$ cat config.mk
export PLATFORM = sky130hd
export DESIGN_NAME = tcm_top
export DESIGN_NICKNAME = d
export VERILOG_FILES = /design/src/hdl/tcm_pkg.sv /design/src/hdl/tcm_in_filter.sv /design/src/hdl/tcm_top.sv
export VERILOG_INCLUDE_DIRS = /design/src /design/src/hdl
export SDC_FILE = /design/constraint.sdc
export NUM_CORES = 1
export LEC_CHECK = 0
export BUFFER_PORTS_ARGS = -buffer_cell sky130_fd_sc_hd__buf_4
export CAP_MARGIN = 40
export CORE_ASPECT_RATIO = 0.7
export CORE_MARGIN = 1
export CORE_UTILIZATION = 59
export DETAILED_ROUTE_END_ITERATION = 12
export GPL_ROUTABILITY_DRIVEN = 1
export GPL_TIMING_DRIVEN = 1
export PLACE_DENSITY = 0.86
export SLEW_MARGIN = 10
export SYNTH_ARGS = -nofsm -noshare
export SYNTH_HDL_FRONTEND = slang
export SYNTH_SLANG_ARGS = --single-unit
$ cat constraint.sdc
create_clock -name hclk -period 5.6 [get_ports hclk]
set_clock_uncertainty 0.2 [all_clocks]
set_input_delay 0.84 -clock hclk [delete_from_list [all_inputs] [get_ports hclk]]
set_output_delay 0.84 -clock hclk [all_outputs]
set_load 0.05 [all_outputs]
$ cat src/hdl/tcm_consts.svh
// Functional notes
// Ch4 direction 00 out, 01 own, 10 cross
// Ch3 direction 00 out, 01 own, 10 cross
// Code 11 routes trigger; needs internal source
// Change direction only while channel disabled
// Input mode: ch4 filter, dividers placed
// Output mode: switch, control, buffer, immediate
// Divider 1/2/4/8 edges, cleared when disabled
// Filter needs N equal samples; 0000 none
// Ch3 filter bits 7:4; reset zero, RW
`ifndef TCM_CONSTS_SVH
`define TCM_CONSTS_SVH

// Register byte addresses
`define TCM_ADDR_MODE     8'h00
`define TCM_ADDR_CTRL     8'h04
`define TCM_ADDR_STAT     8'h08

// Mode register fields, output view
`define TCM_F_CH4_SWITCH  15
`define TCM_F_CH4_CTRL    14:12
`define TCM_F_CH4_BUF     11
`define TCM_F_CH4_IMM     10
`define TCM_F_CH4_DIR     9:8
`define TCM_F_CH3_SWITCH  7
`define TCM_F_CH3_CTRL    6:4
`define TCM_F_CH3_BUF     3
`define TCM_F_CH3_IMM     2
`define TCM_F_CH3_DIR     1:0

// Mode register fields, input view
`define TCM_F_CH4_FILT    15:12
`define TCM_F_CH4_DIV     11:10
`define TCM_F_CH3_FILT    7:4
`define TCM_F_CH3_DIV     3:2

// Control register fields
`define TCM_F_CH3_EN      0
`define TCM_F_CH4_EN      1
`define TCM_F_TRIG_SEL    6:4

// Reset values
`define TCM_MODE_RST      16'h0000
`define TCM_CTRL_RST      7'h00

// Trigger selections up to this code are internal triggers
`define TCM_TRIG_INT_MAX  3'h3

// Filter tables, one nibble per code, code 0 in the low nibble
`define TCM_FILT_N_TAB    64'h8658658686868421
`define TCM_FILT_P_TAB    64'h5554443322110000

`endif

$ cat src/hdl/tcm_pkg.sv
package tcm_pkg;

    // Channel direction and input source
    typedef enum logic [1:0] {
        TCM_DIR_OUT,
        TCM_DIR_OWN,
        TCM_DIR_CROSS,
        TCM_DIR_TRIG
    } tcm_dir_t;

    // Output-compare settings handed to the compare datapath
    typedef struct packed {
        logic       switch_en;
        logic [2:0] control;
        logic       buffer_en;
        logic       immediate_en;
    } tcm_out_cfg_t;

    // Capture view of one channel
    typedef struct packed {
        logic       is_input;
        logic       capture;
    } tcm_cap_t;

endpackage : tcm_pkg

$ cat src/hdl/tcm_in_filter.sv
`timescale 1ns/1ps
`include "tcm_consts.svh"

module tcm_in_filter (
    // Clock and reset
    input  wire logic       hclk,
    input  wire logic       hresetn,
    // Pin and filter code
    input  wire logic       pin_in,
    input  wire logic [3:0] filter_code,
    // Filtered level
    output logic            filt_out
);
    import tcm_pkg::*;

    logic [2:0] sync_r;     // Three-stage pin synchroniser
    logic [2:0] sync_nxt;
    logic       stable_r;   // Level once stages two and three agree
    logic       stable_nxt;
    logic [4:0] pre_r;      // Sampling prescaler
    logic [4:0] pre_nxt;
    logic [3:0] cnt_r;      // Consecutive differing samples
    logic [3:0] cnt_nxt;
    logic       filt_r;     // Validated level
    logic       filt_nxt;
    logic [3:0] n_need;     // Samples needed for this code
    logic [2:0] p_exp;      // Log2 of sampling divisor
    logic [4:0] p_mask;
    logic       tick;

    assign filt_out = filt_r;

    // Next values: sync, prescaler, filter count
    always_comb begin
        n_need     = 4'(`TCM_FILT_N_TAB >> {filter_code, 2'b00});
        p_exp      = 3'(`TCM_FILT_P_TAB >> {filter_code, 2'b00});
        p_mask     = 5'((6'h01 << p_exp) - 6'h01);
        tick       = (pre_r & p_mask) == p_mask;
        sync_nxt   = {sync_r[1:0], pin_in};
        // Only stages two and three are compared, never stage one
        stable_nxt = (sync_r[1] == sync_r[2]) ? sync_r[2] : stable_r;
        pre_nxt    = tick ? 5'h00 : 5'(pre_r + 5'h01);
        cnt_nxt    = cnt_r;
        filt_nxt   = filt_r;
        if (tick) begin
            // Any equal sample restarts the run
            if (stable_r == filt_r) begin
                cnt_nxt = 4'h0;
            end else if (4'(cnt_r + 4'h1) >= n_need) begin
                filt_nxt = stable_r;
                cnt_nxt  = 4'h0;
            end else begin
                cnt_nxt = 4'(cnt_r + 4'h1);
            end
        end
    end

    // Register stage
    always_ff @(posedge hclk or negedge hresetn) begin
        if (!hresetn) begin
            sync_r   <= 3'h0;
            stable_r <= 1'b0;
            pre_r    <= 5'h00;
            cnt_r    <= 4'h0;
            filt_r   <= 1'b0;
        end else begin
            sync_r   <= sync_nxt;
            stable_r <= stable_nxt;
            pre_r    <= pre_nxt;
            cnt_r    <= cnt_nxt;
            filt_r   <= filt_nxt;
        end
    end

    chk_filter_cause: assert property (@(posedge hclk) disable iff (!hresetn)
        $changed(filt_r) |-> $past(stable_r) == filt_r)
        else $error("filtered level moved without a differing sample");

    chk_nofilt_pass: assert property (@(posedge hclk) disable iff (!hresetn)
        (filter_code == 4'h0 && stable_r != filt_r) |=> filt_r == $past(stable_r))
        else $error("unfiltered input not passed in one cycle");

endmodule : tcm_in_filter

$ cat src/hdl/tcm_top.sv
`timescale 1ns/1ps
`include "tcm_consts.svh"

module tcm_top #(
    parameter int AW = 8    // Decoded address width
) (
    // Clock and reset
    input  wire logic                  hclk,
    input  wire logic                  hresetn,
    // AHB-Lite slave
    input  wire logic                  hsel,
    input  wire logic [31:0]           haddr,
    input  wire logic [1:0]            htrans,
    input  wire logic                  hwrite,
    input  wire logic [2:0]            hsize,
    input  wire logic [31:0]           hwdata,
    input  wire logic                  hready,
    output logic      [31:0]           hrdata,
    output logic                       hreadyout,
    output logic                       hresp,
    // Channel pins and internal trigger
    input  wire logic                  ch3_pin,
    input  wire logic                  ch4_pin,
    input  wire logic                  slave_trigger_input,
    // Output-compare settings
    output tcm_pkg::tcm_out_cfg_t      ch3_out_cfg,
    output tcm_pkg::tcm_out_cfg_t      ch4_out_cfg,
    // Capture events
    output tcm_pkg::tcm_cap_t          ch3_cap,
    output tcm_pkg::tcm_cap_t          ch4_cap
);
    import tcm_pkg::*;

    // Bus state
    logic              wr_pend_r;     // Write data phase pending
    logic              wr_pend_nxt;
    logic [AW-1:0]     wr_addr_r;     // Address of pending write
    logic [AW-1:0]     wr_addr_nxt;
    logic [31:0]       rdata_r;
    logic [31:0]       rdata_nxt;
    logic              ready_r;
    logic              addr_phase;

    // Software registers
    logic [15:0]       mode_r;        // channel_three_four_mode
    logic [15:0]       mode_nxt;
    logic [6:0]        ctrl_r;        // Enables and trigger select
    logic [6:0]        ctrl_nxt;

    // Capture state
    logic [2:0]        div3_r;        // Edge counts toward a capture
    logic [2:0]        div3_nxt;
    logic [2:0]        div4_r;
    logic [2:0]        div4_nxt;
    logic              src3_q_r;      // Previous routed level
    logic              src4_q_r;
    logic [7:0]        cnt3_r;        // Captures seen, readable
    logic [7:0]        cnt3_nxt;
    logic [7:0]        cnt4_r;
    logic [7:0]        cnt4_nxt;
    tcm_cap_t          cap3_r;
    tcm_cap_t          cap3_nxt;
    tcm_cap_t          cap4_r;
    tcm_cap_t          cap4_nxt;
    tcm_out_cfg_t      oc3_r;
    tcm_out_cfg_t      oc4_r;

    // Routing
    logic              filt3;
    logic              filt4;
    logic              trig_ok;
    logic              src3;
    logic              src4;
    tcm_dir_t          dir3;
    tcm_dir_t          dir4;

    assign hrdata      = rdata_r;
    assign hreadyout   = ready_r;
    assign hresp       = 1'b0;
    assign ch3_out_cfg = oc3_r;
    assign ch4_out_cfg = oc4_r;
    assign ch3_cap     = cap3_r;
    assign ch4_cap     = cap4_r;

    // Filters sit on the pins; code fields from the input view
    tcm_in_filter u_filt3 (
        .hclk        (hclk),
        .hresetn     (hresetn),
        .pin_in      (ch3_pin),
        .filter_code (mode_r[`TCM_F_CH3_FILT]),
        .filt_out    (filt3)
    );

    tcm_in_filter u_filt4 (
        .hclk        (hclk),
        .hresetn     (hresetn),
        .pin_in      (ch4_pin),
        .filter_code (mode_r[`TCM_F_CH4_FILT]),
        .filt_out    (filt4)
    );

    // Source selection per channel
    always_comb begin
        dir3    = tcm_dir_t'(mode_r[`TCM_F_CH3_DIR]);
        dir4    = tcm_dir_t'(mode_r[`TCM_F_CH4_DIR]);
        // Trigger path is dead unless an internal source is picked
        trig_ok = ctrl_r[`TCM_F_TRIG_SEL] <= `TCM_TRIG_INT_MAX;
        case (dir3)
            TCM_DIR_OWN:   src3 = filt3;
            TCM_DIR_CROSS: src3 = filt4;
            TCM_DIR_TRIG:  src3 = slave_trigger_input & trig_ok;
            default:       src3 = 1'b0;
        endcase
        case (dir4)
            TCM_DIR_OWN:   src4 = filt4;
            TCM_DIR_CROSS: src4 = filt3;
            TCM_DIR_TRIG:  src4 = slave_trigger_input & trig_ok;
            default:       src4 = 1'b0;
        endcase
    end

    // Bus and register next values; reads see a same-cycle write
    always_comb begin
        addr_phase  = hsel & hready & htrans[1];
        wr_pend_nxt = addr_phase & hwrite;
        wr_addr_nxt = addr_phase ? haddr[AW-1:0] : wr_addr_r;
        mode_nxt    = mode_r;
        ctrl_nxt    = ctrl_r;
        rdata_nxt   = 32'h0000_0000;
        // Direction is assumed changed only with the channel off
        if (wr_pend_r) begin
            case (wr_addr_r)
                `TCM_ADDR_MODE: mode_nxt = hwdata[15:0];
                `TCM_ADDR_CTRL: ctrl_nxt = hwdata[6:0];
                default:        ;                               // Unmapped write dropped
            endcase
        end
        if (addr_phase && !hwrite) begin
            case (haddr[AW-1:0])
                `TCM_ADDR_MODE: rdata_nxt = {16'h0000, mode_nxt};
                `TCM_ADDR_CTRL: rdata_nxt = {25'h0000000, ctrl_nxt};
                `TCM_ADDR_STAT: rdata_nxt = {14'h0000, filt4, filt3, cnt4_r, cnt3_r};
                default:        rdata_nxt = 32'h0000_0000;      // Unmapped reads zero
            endcase
        end
    end

    // Capture next values: rising edge, divider, event count
    always_comb begin
        cap3_nxt.is_input = dir3 != TCM_DIR_OUT;
        cap4_nxt.is_input = dir4 != TCM_DIR_OUT;
        cap3_nxt.capture  = 1'b0;
        cap4_nxt.capture  = 1'b0;
        div3_nxt          = div3_r;
        div4_nxt          = div4_r;
        cnt3_nxt          = cnt3_r;
        cnt4_nxt          = cnt4_r;
        if (!ctrl_r[`TCM_F_CH3_EN]) begin
            div3_nxt = 3'h0;
        end else if (cap3_nxt.is_input && src3 && !src3_q_r) begin
            // Terminal count is divisor minus one
            if (div3_r == 3'(4'h1 << mode_r[`TCM_F_CH3_DIV]) - 3'h1) begin
                div3_nxt         = 3'h0;
                cap3_nxt.capture = 1'b1;
                cnt3_nxt         = 8'(cnt3_r + 8'h01);
            end else begin
                div3_nxt = 3'(div3_r + 3'h1);
            end
        end
        if (!ctrl_r[`TCM_F_CH4_EN]) begin
            div4_nxt = 3'h0;
        end else if (cap4_nxt.is_input && src4 && !src4_q_r) begin
            if (div4_r == 3'(4'h1 << mode_r[`TCM_F_CH4_DIV]) - 3'h1) begin
                div4_nxt         = 3'h0;
                cap4_nxt.capture = 1'b1;
                cnt4_nxt         = 8'(cnt4_r + 8'h01);
            end else begin
                div4_nxt = 3'(div4_r + 3'h1);
            end
        end
    end

    // Register stage
    always_ff @(posedge hclk or negedge hresetn) begin
        if (!hresetn) begin
            wr_pend_r <= 1'b0;
            wr_addr_r <= '0;
            rdata_r   <= 32'h0000_0000;
            ready_r   <= 1'b0;
            mode_r    <= `TCM_MODE_RST;
            ctrl_r    <= `TCM_CTRL_RST;
            div3_r    <= 3'h0;
            div4_r    <= 3'h0;
            src3_q_r  <= 1'b0;
            src4_q_r  <= 1'b0;
            cnt3_r    <= 8'h00;
            cnt4_r    <= 8'h00;
            cap3_r    <= '0;
            cap4_r    <= '0;
            oc3_r     <= '0;
            oc4_r     <= '0;
        end else begin
            wr_pend_r <= wr_pend_nxt;
            wr_addr_r <= wr_addr_nxt;
            rdata_r   <= rdata_nxt;
            ready_r   <= 1'b1;                                  // Zero wait states
            mode_r    <= mode_nxt;
            ctrl_r    <= ctrl_nxt;
            div3_r    <= div3_nxt;
            div4_r    <= div4_nxt;
            src3_q_r  <= src3;
            src4_q_r  <= src4;
            cnt3_r    <= cnt3_nxt;
            cnt4_r    <= cnt4_nxt;
            cap3_r    <= cap3_nxt;
            cap4_r    <= cap4_nxt;
            // Output view of the same bits, one cycle behind
            oc3_r     <= {mode_r[`TCM_F_CH3_SWITCH], mode_r[`TCM_F_CH3_CTRL],
                          mode_r[`TCM_F_CH3_BUF], mode_r[`TCM_F_CH3_IMM]};
            oc4_r     <= {mode_r[`TCM_F_CH4_SWITCH], mode_r[`TCM_F_CH4_CTRL],
                          mode_r[`TCM_F_CH4_BUF], mode_r[`TCM_F_CH4_IMM]};
        end
    end

    chk_ch4_route: assert property (@(posedge hclk) disable iff (!hresetn)
        (dir4 == TCM_DIR_CROSS) |-> src4 == filt3)
        else $error("channel 4 cross route wrong");

    chk_ch3_route: assert property (@(posedge hclk) disable iff (!hresetn)
        (dir3 == TCM_DIR_OWN) |-> src3 == filt3)
        else $error("channel 3 own route wrong");

    chk_trig_gate: assert property (@(posedge hclk) disable iff (!hresetn)
        (dir4 == TCM_DIR_TRIG && ctrl_r[`TCM_F_TRIG_SEL] > `TCM_TRIG_INT_MAX) |-> !src4)
        else $error("trigger routed from external source");

    chk_div_by_one: assert property (@(posedge hclk) disable iff (!hresetn)
        (ctrl_r[`TCM_F_CH4_EN] && dir4 != TCM_DIR_OUT && mode_r[`TCM_F_CH4_DIV] == 2'h0
         && src4 && !src4_q_r) |=> cap4_r.capture)
        else $error("undivided edge gave no capture");

    chk_out_view: assert property (@(posedge hclk) disable iff (!hresetn)
        ##1 oc4_r.control == $past(mode_r[`TCM_F_CH4_CTRL]))
        else $error("output control field not forwarded");

    chk_div_clear: assert property (@(posedge hclk) disable iff (!hresetn)
        !ctrl_r[`TCM_F_CH3_EN] |=> div3_r == 3'h0 && !cap3_r.capture)
        else $error("divider not cleared while disabled");

    chk_cap_spacing: assert property (@(posedge hclk) disable iff (!hresetn)
        (cap3_r.capture && mode_r[`TCM_F_CH3_DIV] == 2'h1) |=> !cap3_r.capture)
        else $error("divide by two captured twice running");

    chk_mode_write: assert property (@(posedge hclk) disable iff (!hresetn)
        (wr_pend_r && wr_addr_r == `TCM_ADDR_MODE) |=> mode_r == $past(hwdata[15:0]))
        else $error("mode register write lost");

endmodule : tcm_top

==> results.md, run 1 <==
- The antenna diode count is 0.
- The worst slew margin relative to its limit is 0.421.
- The fraction of synthesis flops using an asynchronous set or reset pin is 1.00.
- The sum of negative setup slack is 0 ns.
- The number of antenna violations at the first check in global routing came to 0.
- The routability congestion estimate from global placement is around 0.83.
- The maximum fanout along the worst path is 9.
- The count of buffers inserted at the top-level ports is between 60 and 70.
- Counting flops with a built-in enable in the synthesized netlist gives 0.
- The fraction of the mapped netlist area in compound gates was 0.102.
- The number of synthesis warnings is 0.
- The ratio of cells with drive above 1 in the final layout is 0.278.
- The post-placement worst setup slack is 2.34 ns.
- The synthesized design contains 119 register bits.
- The hold-fix buffer count after cts is 0.
- The gate count after technology mapping is 495.
- The die span in x is 120 um.
- IR analysis of the VDD net gives a maximum drop of between 200 and 300 uV.
- The number of buffers added by the clock tree synthesis step is 17.
- The min-delay analysis places its worst path in the category flop to flop.
- The non-filler instance count after layout is roughly 710.
- The buffer count from post-CTS setup fixing is 0.
- Of the total synthesized cell area, the portion taken by XOR and XNOR cells is 0.0438.
- The number of nets at the end of the flow is 676.
- Summing all placed instances gives a cell area of about 0.0063 sq mm.
- Total power for the finished layout comes to 2.56 mW.
- At the pin with the least slew margin, the transition time is 0.869 ns.
- The power per standard cell area is 371 mW/mm^2.
- Pin placement for this block handled 127 I/O pins.
- After detailed routing, the average wire length per cell comes to 18.2 um.
- The clock transition at the registers of the reported paths is around 0.06 ns.
- The H-tree depth is 4.
- The area growth from synthesis to layout is 19.8%.
- The worst min-delay path startpoint is u_filt3.sync_r[0].
- The total routed wirelength is approximately 13 mm.
- The CTS root buffer is sky130_fd_sc_hd__clkbuf_16.
- Before antenna repair, the detailed router went through 4 iterations.
- The sort of element at the end of the critical path is a flop.
- The placed wire-length estimate after detailed placement is 8.84 mm.
- The pin count of the biggest net entering global routing is 44.
- In this run the vertical extent of the chip is 84.7 um.
- The critical path is of the flop to flop type.
- Timing would allow up to 303 MHz.
- The share of the clock period used by the worst path is 0.589.
- The number of global-route vias before repair is 4,252.
- The minimum clock period is 3.30 ns.
- The tool flagged a number of max-cap violations equal to 0.
- The number of design-rule violations left by the first detailed-router iteration is 293.
- The area share of and/or/nand/nor cells after synthesis is 0.144.
- At the worst endpoint, the arrival time is 3.40 ns.
- The combinational family with the most area after synthesis is simple AND/OR/NAND/NOR gates.
- The initial utilization of the core area, before any placement, comes to 0.621.
- Measured against the total synthesized area, the mux share comes to 0.0854.
- The reg-to-reg endpoint is u_filt4.filt_out.
- The core region is 0.00929 sq mm.
- The post-synthesis average cell area is 11.7 sq um.
- For hold timing, the worst endpoint is u_filt3.sync_r[1].
- For flop-to-flop paths, the worst setup slack is ~2.3 ns.
- Row generation in the floorplan step produced 29 rows.
- The worst path meets setup with roughly 2.3 ns of slack.
- Of the total power, combinational logic draws 0.179.
- The clock drives approximately 120 sinks.
- The clock tree from TritonCTS is yes.
- The run finished with clean final reports.
- The first global-routing pass estimated 21.1 mm of wire.
- Fill cells in the final layout number between 600 and 700.
- STA classifies the critical path startpoint as a flop.
- The leakage power total is 3.31 nW.
- The max-slew violation total from the final report is 0.
- The clock latency of the later-clocked register in the worst-skew pair is 0.42 ns.
- The area of the die is 0.0102 sq mm.
- The sequential fraction of the synthesis area is 0.516.
- The part of the total power dissipated in sequential elements is 0.407.
- The overall routing resource usage is 0.273.
- For this design the total switching power over the nets is around 0.77 mW.
- The total internal power is 1.79 mW.
- Gates resized during post-CTS repair numbered 0.
- The number of cells on the worst hold path is 0.
- The unique cell type count in the Yosys netlist is 63.
- The most used flip-flop cell after synthesis is sky130_fd_sc_hd__dfrtp_1.
- The startpoint identified for the worst register-to-register timing path is mode_r[13].
- Summing every instance area after synthesis gives slightly below 0.006 sq mm.
- Counting cells, the worst reg-to-reg path comes to 10.
- The post-synthesis share of cell area spent on full adders, half adders and majority gates is 0.0664.
- The detail route stage leaves a number of antenna-violating nets equal to 0.
- Setup repair after global routing left no endpoint under its margin.
- Of the total power, the share spent switching nets is 0.300.
- The share of total power dissipated in the clock network is 0.415.
- In the routed design, unresolved DRC markers number 0.
- The clock passes through at most 2 buffers.
- After global routing the overflow that remains totals 0.
- The total vias in the final route is 4,179.
- Once placement completed, the tool counted placed cells totaling 675.
- The final non-filler cell area is 0.00691 sq mm.
- The vias per cell is ~6.
- At the worst endpoint, the required time is 5.70 ns.
- The number of failing hold endpoints at the final stage came to 0.
- Setup violations remaining at the end of the flow were counted as 0.
## per-layer routing
| metal | global-route usage | share of wire | routed length [um] |
|---|---|---|---|
| met4 | 0.102 | 0.019 | 248 |
| met1 | 0.353 | 0.44 | 5680 |
| met5 | 0 | 0 | 0 |
| met3 | 0.0734 | 0.051 | 663 |
| met2 | 0.443 | 0.49 | 6300 |
## registers in the layout, summed over array words and instances (netlist names), 2 cells and up
signal and cells:
mode_r 16, u_filt3.sync_r 3, ctrl_r 7, wr_addr_r 8
cnt4_r 8, u_filt4.cnt_r 4, u_filt4.pre_r 5, u_filt3.pre_r 5
u_filt3.cnt_r 4, ch4_cap 2, div3_r 3, ch3_cap 2
hrdata 18, ch4_out_cfg 6, div4_r 3, ch3_out_cfg 6
cnt3_r 8, u_filt4.sync_r 3
## cells in the mapped netlist, types with 4 or more instances
| master | count | area, sq um |
|---|---|---|
| sky130_fd_sc_hd__mux2_2 | 42 | 473 |
| sky130_fd_sc_hd__or3_1 | 4 | 25.0 |
| sky130_fd_sc_hd__or2_2 | 7 | 43.8 |
| sky130_fd_sc_hd__nand3_1 | 18 | 90.1 |
| sky130_fd_sc_hd__inv_1 | 12 | 45.0 |
| sky130_fd_sc_hd__nand2b_1 | 8 | 50.1 |
| sky130_fd_sc_hd__nor3_1 | 10 | 50.1 |
| sky130_fd_sc_hd__o31ai_1 | 4 | 30.0 |
| sky130_fd_sc_hd__o21ai_0 | 16 | 80.1 |
| sky130_fd_sc_hd__xor2_1 | 15 | 131 |
| sky130_fd_sc_hd__xnor2_1 | 12 | 105 |
| sky130_fd_sc_hd__nor4_1 | 5 | 31.3 |
| sky130_fd_sc_hd__a21oi_1 | 15 | 75.1 |
| sky130_fd_sc_hd__clkbuf_1 | 7 | 26.3 |
| sky130_fd_sc_hd__a31oi_1 | 4 | 25.0 |
| sky130_fd_sc_hd__ha_1 | 29 | 363 |
| sky130_fd_sc_hd__a32oi_1 | 15 | 131 |
| sky130_fd_sc_hd__nor2_1 | 33 | 124 |
| sky130_fd_sc_hd__nor2b_1 | 7 | 43.8 |
| sky130_fd_sc_hd__nand2_1 | 25 | 93.8 |
| sky130_fd_sc_hd__dfrtp_1 | 119 | 2980 |
| sky130_fd_sc_hd__nand4_1 | 4 | 25.0 |
| sky130_fd_sc_hd__and3_1 | 4 | 25.0 |
| sky130_fd_sc_hd__buf_4 | 18 | 135 |
## layout by cell type, fill, tap and decap left out, types with 4 or more instances in the layout
master                      count
sky130_fd_sc_hd__a21oi_1       15
sky130_fd_sc_hd__inv_1         12
sky130_fd_sc_hd__nor4_1         5
sky130_fd_sc_hd__or3_1          4
sky130_fd_sc_hd__nor3_1        10
sky130_fd_sc_hd__a32oi_1       15
sky130_fd_sc_hd__o31ai_1        4
sky130_fd_sc_hd__xor2_1        15
sky130_fd_sc_hd__nand3_1       18
sky130_fd_sc_hd__nor2_1        33
sky130_fd_sc_hd__conb_1        16
sky130_fd_sc_hd__inv_6          4
sky130_fd_sc_hd__clkinv_2       4
sky130_fd_sc_hd__a31oi_1        4
sky130_fd_sc_hd__nor2b_1        7
sky130_fd_sc_hd__and3_1         4
sky130_fd_sc_hd__mux2_2        42
sky130_fd_sc_hd__nand4_1        4
sky130_fd_sc_hd__clkbuf_16     17
sky130_fd_sc_hd__or2_2          7
sky130_fd_sc_hd__xnor2_1       12
sky130_fd_sc_hd__buf_4         69
sky130_fd_sc_hd__ha_1          29
sky130_fd_sc_hd__dfrtp_1      119
sky130_fd_sc_hd__nand2_1       25
sky130_fd_sc_hd__nand2b_1       8
sky130_fd_sc_hd__o21ai_0       16
## cell type report
class                      instances  area (sq um)  area share
sequential                       119          2980       0.431
multi-input combinational        349          2610       0.377
timing repair buffer              71           549      0.0795
clock buffer                      18           429      0.0621
tap                              124           155      0.0225
clock inverter                    14           148      0.0214
inverter                          12          45.0     0.00652
## worst max path at each step
stage / start / to / slack (ns)
5_1_grt: mode_r[13] / u_filt4.cnt_r[0] / 2.08
3_5_place_dp: mode_r[13] / u_filt4.filt_out / 2.34
6_report: mode_r[13] / u_filt4.filt_out / 2.30
4_1_cts: mode_r[13] / u_filt4.filt_out / 2.33
2_1_floorplan: mode_r[13] / u_filt4.filt_out / 2.83
3_3_place_gp: haddr[1] / hrdata[6] / 2.30
## critical path: stages (launching register included)
cell and delay, ns:
sky130_fd_sc_hd__dfrtp_1 0.54, sky130_fd_sc_hd__inv_1 0.19, sky130_fd_sc_hd__ha_1 0.33, sky130_fd_sc_hd__nand2_1 0.08, sky130_fd_sc_hd__o21ai_0 0.09, sky130_fd_sc_hd__mux2_2 0.30
sky130_fd_sc_hd__ha_1 0.28, sky130_fd_sc_hd__a2111oi_0 0.11, sky130_fd_sc_hd__or3_1 0.41, sky130_fd_sc_hd__nor3_1 0.29, sky130_fd_sc_hd__mux2_2 0.38
## per-stage QoR
stage,utilization,hold slack [ns]
6_report,0.744,0.153
3_5_place_dp,0.682,0.146
2_1_floorplan,-,0.131
4_1_cts,0.744,0.152
3_3_place_gp,0.678,0.137
5_1_grt,0.744,0.163
## power groups by stage
| stage | sequential [mW] | clock [mW] | combinational, mW |
|---|---|---|---|
| final | 1.04 | 1.06 | 0.458 |
| after global routing | 1.06 | 1.12 | 0.501 |
| after CTS | 1.04 | 1.08 | 0.459 |
| after detailed placement | 1.05 | 0 | 0.451 |
| after global placement | 1.04 | 0 | 0.415 |
| after floorplan | 1.05 | 0 | 0.304 |
## cell families (layout without fill, tap and decap cells)
family,count (synthesis),after routing
compound gates,80,80
other cells,2,16
buf+inv,41,115
xor+xnor,28,28
simple gates,150,150
mux,44,44
flops,119,119
fa+ha+maj,31,31
No activity file was read; power rests on OpenSTA's default activity.
==> inputs of run 2 (changes only) <==
CORE_UTILIZATION = 49   (was 59)
PLACE_DENSITY = 0.76   (was 0.86)
clock period = 2.7 ns   (was 5.6 ns; I/O delays follow)
==> run 2 against run 1 <==
  * The run now ends with negative setup slack left
  * Count of clock-buffer cells in the layout increased by 5
  * Hold slack got worse by 0.13 ns
  * Register-to-register slack got worse by 2.4 ns
  * Setup slack got worse by 2.4 ns
  * Cell area increased by 8.6%
  * Wire length increased by 3.7%
  * Core utilization decreased by 7.7 points
  * Fmax increased by 19%
  * Via count increased by 1.3%
  * Die area increased by 20%
  * Flip-flop and latch count unchanged
==> results.md, run 2 (same netlist as run 1, synthesis figures left out) <==
- CTS built an H-tree with a depth of 4.
- The leakage power total is 3.53 nW.
- The vias per cell is 5.57.
- The routed wire length per instance is 17.6 um.
- Max-cap violations in this run came to 0.
- Before antenna repair, the detailed router went through 5 iterations.
- The critical path required time is 2.79 ns.
- IR analysis of the VDD net gives a maximum drop of 518 uV.
- The final reports fail on negative setup slack.
- The final non-filler cell area is approximately 0.0075 sq mm.
- The worst setup margin is -0.0767 ns.
- For this configuration, the core starts out at a cell density of 0.513.
- Of the available clock period, the critical path in the final layout requires 1.03.
- In this run the remaining antenna-violating nets after routing total 0.
- The tree is rooted in a sky130_fd_sc_hd__clkbuf_16.
- The startpoint class of the critical path is a flop.
- The die is 92.8 um tall.
- In the global route stage, met3 resource usage came out at 0.0564.
- Across every metal layer, demand over resource in global routing totals 0.222.
- Pin placement for this block handled about 130 I/O pins.
- In the routed design, unresolved DRC markers number 0.
- The die span in x is roughly 130 um.
- Adding up every negative setup slack in the final design gives -0.109 ns.
- The max-slew violation total from the final report is 0.
- The routability congestion estimate from global placement is 0.824.
- TritonCTS built the clock tree.
- At the worst endpoint, the arrival time is 2.87 ns.
- In this run the worst path has a maximum fanout of 12.
- Detailed routing inserted a total of 4,234 vias.
- Summed over all layers, the global routing overflow is 0.
- The tightest min-delay check is of the primary input to flop type.
- The actual transition at the worst max-transition pin is roughly 0.77 ns.
- The number of global-route vias before repair is 4,094.
- After floorplanning, the core was sized to cover 0.0113 sq mm.
- Clock tree synthesis found a total of about 120 sinks.
- In the layout the commonest cells are sky130_fd_sc_hd__dfrtp_1, sky130_fd_sc_hd__buf_4, sky130_fd_sc_hd__mux2_2.
- The placed wire-length estimate after detailed placement is just under 9 mm.
- The number of design-rule violations left by the first detailed-router iteration is roughly 270.
- The global routing met1 resource utilization is 0.306.
- The clock transition at the registers of the reported paths is ~0.05 ns.
- The final layout contains routed wiring with a total length of 13.4 mm.
- Clock latency on the worst-skew pair, taken at its later pin, is 0.41 ns.
- The first global-routing pass estimated 20.8 mm of wire.
- Once placement finished, the instance area stood at between 0.006 and 0.007 sq mm.
- For met2 alone, demand over resource in global routing was 0.343.
- For this run, the top clock speed supported by timing is between 300 and 400 MHz.
- Setup violations remaining at the end of the flow were counted as 2.
- Setup repair after global routing could not meet its margin everywhere.
- By startpoint and endpoint, the worst setup path is classified as flop to flop.
- The minimum clock period is 2.78 ns.
- The leading cell type in the layout, fill and taps excluded is sky130_fd_sc_hd__dfrtp_1.
- The area of the die is 0.0122 sq mm.
- The count of buffers inserted at the top-level ports is 67.
- The number of antenna violations at the first check in global routing came to 0.
- The worst slew margin relative to its limit is 0.480.
- For this design the ratio of total power to cell area is 772 mW/mm^2.
- The number of failing hold endpoints at the final stage was 0.
- STA classifies the critical path endpoint as a flop.
- Entering global routing, the biggest net connects 58 pins.
- The number of buffers added by the clock tree synthesis step is 17.
- The area growth from synthesis to layout is 30.1%.
- met2 is the most crowded layer.
- The standard-cell row count is 32.
- The number of antenna diodes in the final layout is 0.
- The number of flip-flops under the largest register name is 18.
- Of the cells placed in the final design, the portion with a size suffix greater than 1 is 0.371.
- In the final design database the tool counted 700 nets.
- No sink is reached through more buffers than the 2 on the longest clock path.
- The run finished, with violations left.
run 2: through the flow:
| stage | hold WS, ns | util | cells | total power [mW] | worst slack (ns) |
|---|---|---|---|---|---|
| global placement | 0.135 | 0.579 | 721 | 3.08 | -0.0368 |
| floorplan | -0.0906 | - | 509 | 2.82 | 0.0265 |
| detailed placement | 0.137 | 0.579 | 721 | 3.13 | -0.0993 |
| CTS | 0.00980 | 0.648 | 758 | 5.64 | -0.0186 |
| finish | 0.0208 | 0.667 | 760 | 5.79 | -0.0767 |
| global route | 0.00216 | 0.667 | 760 | 6.04 | -0.170 |
run 2: critical path, stage by stage, from the launching register on:
cell and delay, ns:
sky130_fd_sc_hd__dfrtp_2 0.55, sky130_fd_sc_hd__inv_1 0.20, sky130_fd_sc_hd__nor3_1 0.37, sky130_fd_sc_hd__a221oi_2 0.09
sky130_fd_sc_hd__ha_2 0.36, sky130_fd_sc_hd__nor3_4 0.05, sky130_fd_sc_hd__or3_4 0.39, sky130_fd_sc_hd__nor3_4 0.13
sky130_fd_sc_hd__mux2_4 0.31
run 2: final timing paths:
check	end	slack, ns	depth (start not counted)	startpoint
min	wr_pend_r	0.02	3	hwrite
min in group asynchronous	u_filt4.pre_r[3]	0.44	2	hresetn
max reg2reg	u_filt4.filt_out	-0.08	8	mode_r[15]
max	u_filt4.filt_out	-0.08	8	mode_r[15]
max in group asynchronous	ch3_out_cfg[2]	1.22	3	hresetn
min reg2reg	u_filt4.sync_r[1]	0.15	0	u_filt4.sync_r[0]
run 2: final cells by class:
cell class / instances / area (sq um)
fillers: 777 / 3740
flip-flops and latches: 119 / 2980
multi-input cells: 349 / 2920
repair buffers: 95 / 753
clock buffers: 23 / 468
well taps: 153 / 191
clock inverters: 9 / 148
inverters: 12 / 47.5
run 2: metal layers:
metal | share of wire | wire length (um)
met4 | 0.016 | 212
met1 | 0.48 | 6420
met3 | 0.040 | 540
met5 | 0 | 0
met2 | 0.46 | 6190
run 2: power by group:
group,internal [mW],switching [mW]
Clock,1.59,0.788
Combinational,0.592,0.670
Sequential,1.96,0.195
run 2: repair_timing:
| item | in CTS | in global routing |
|---|---|---|
| endpoints found under the hold margin | 57 | 0 |
| setup buffers | 2 | 2 |
| pin swaps | 5 | 12 |
| hold buffers | 3 | 0 |
| resized for setup | 26 | 46 |
| endpoints found under the setup margin | 5 | 9 |
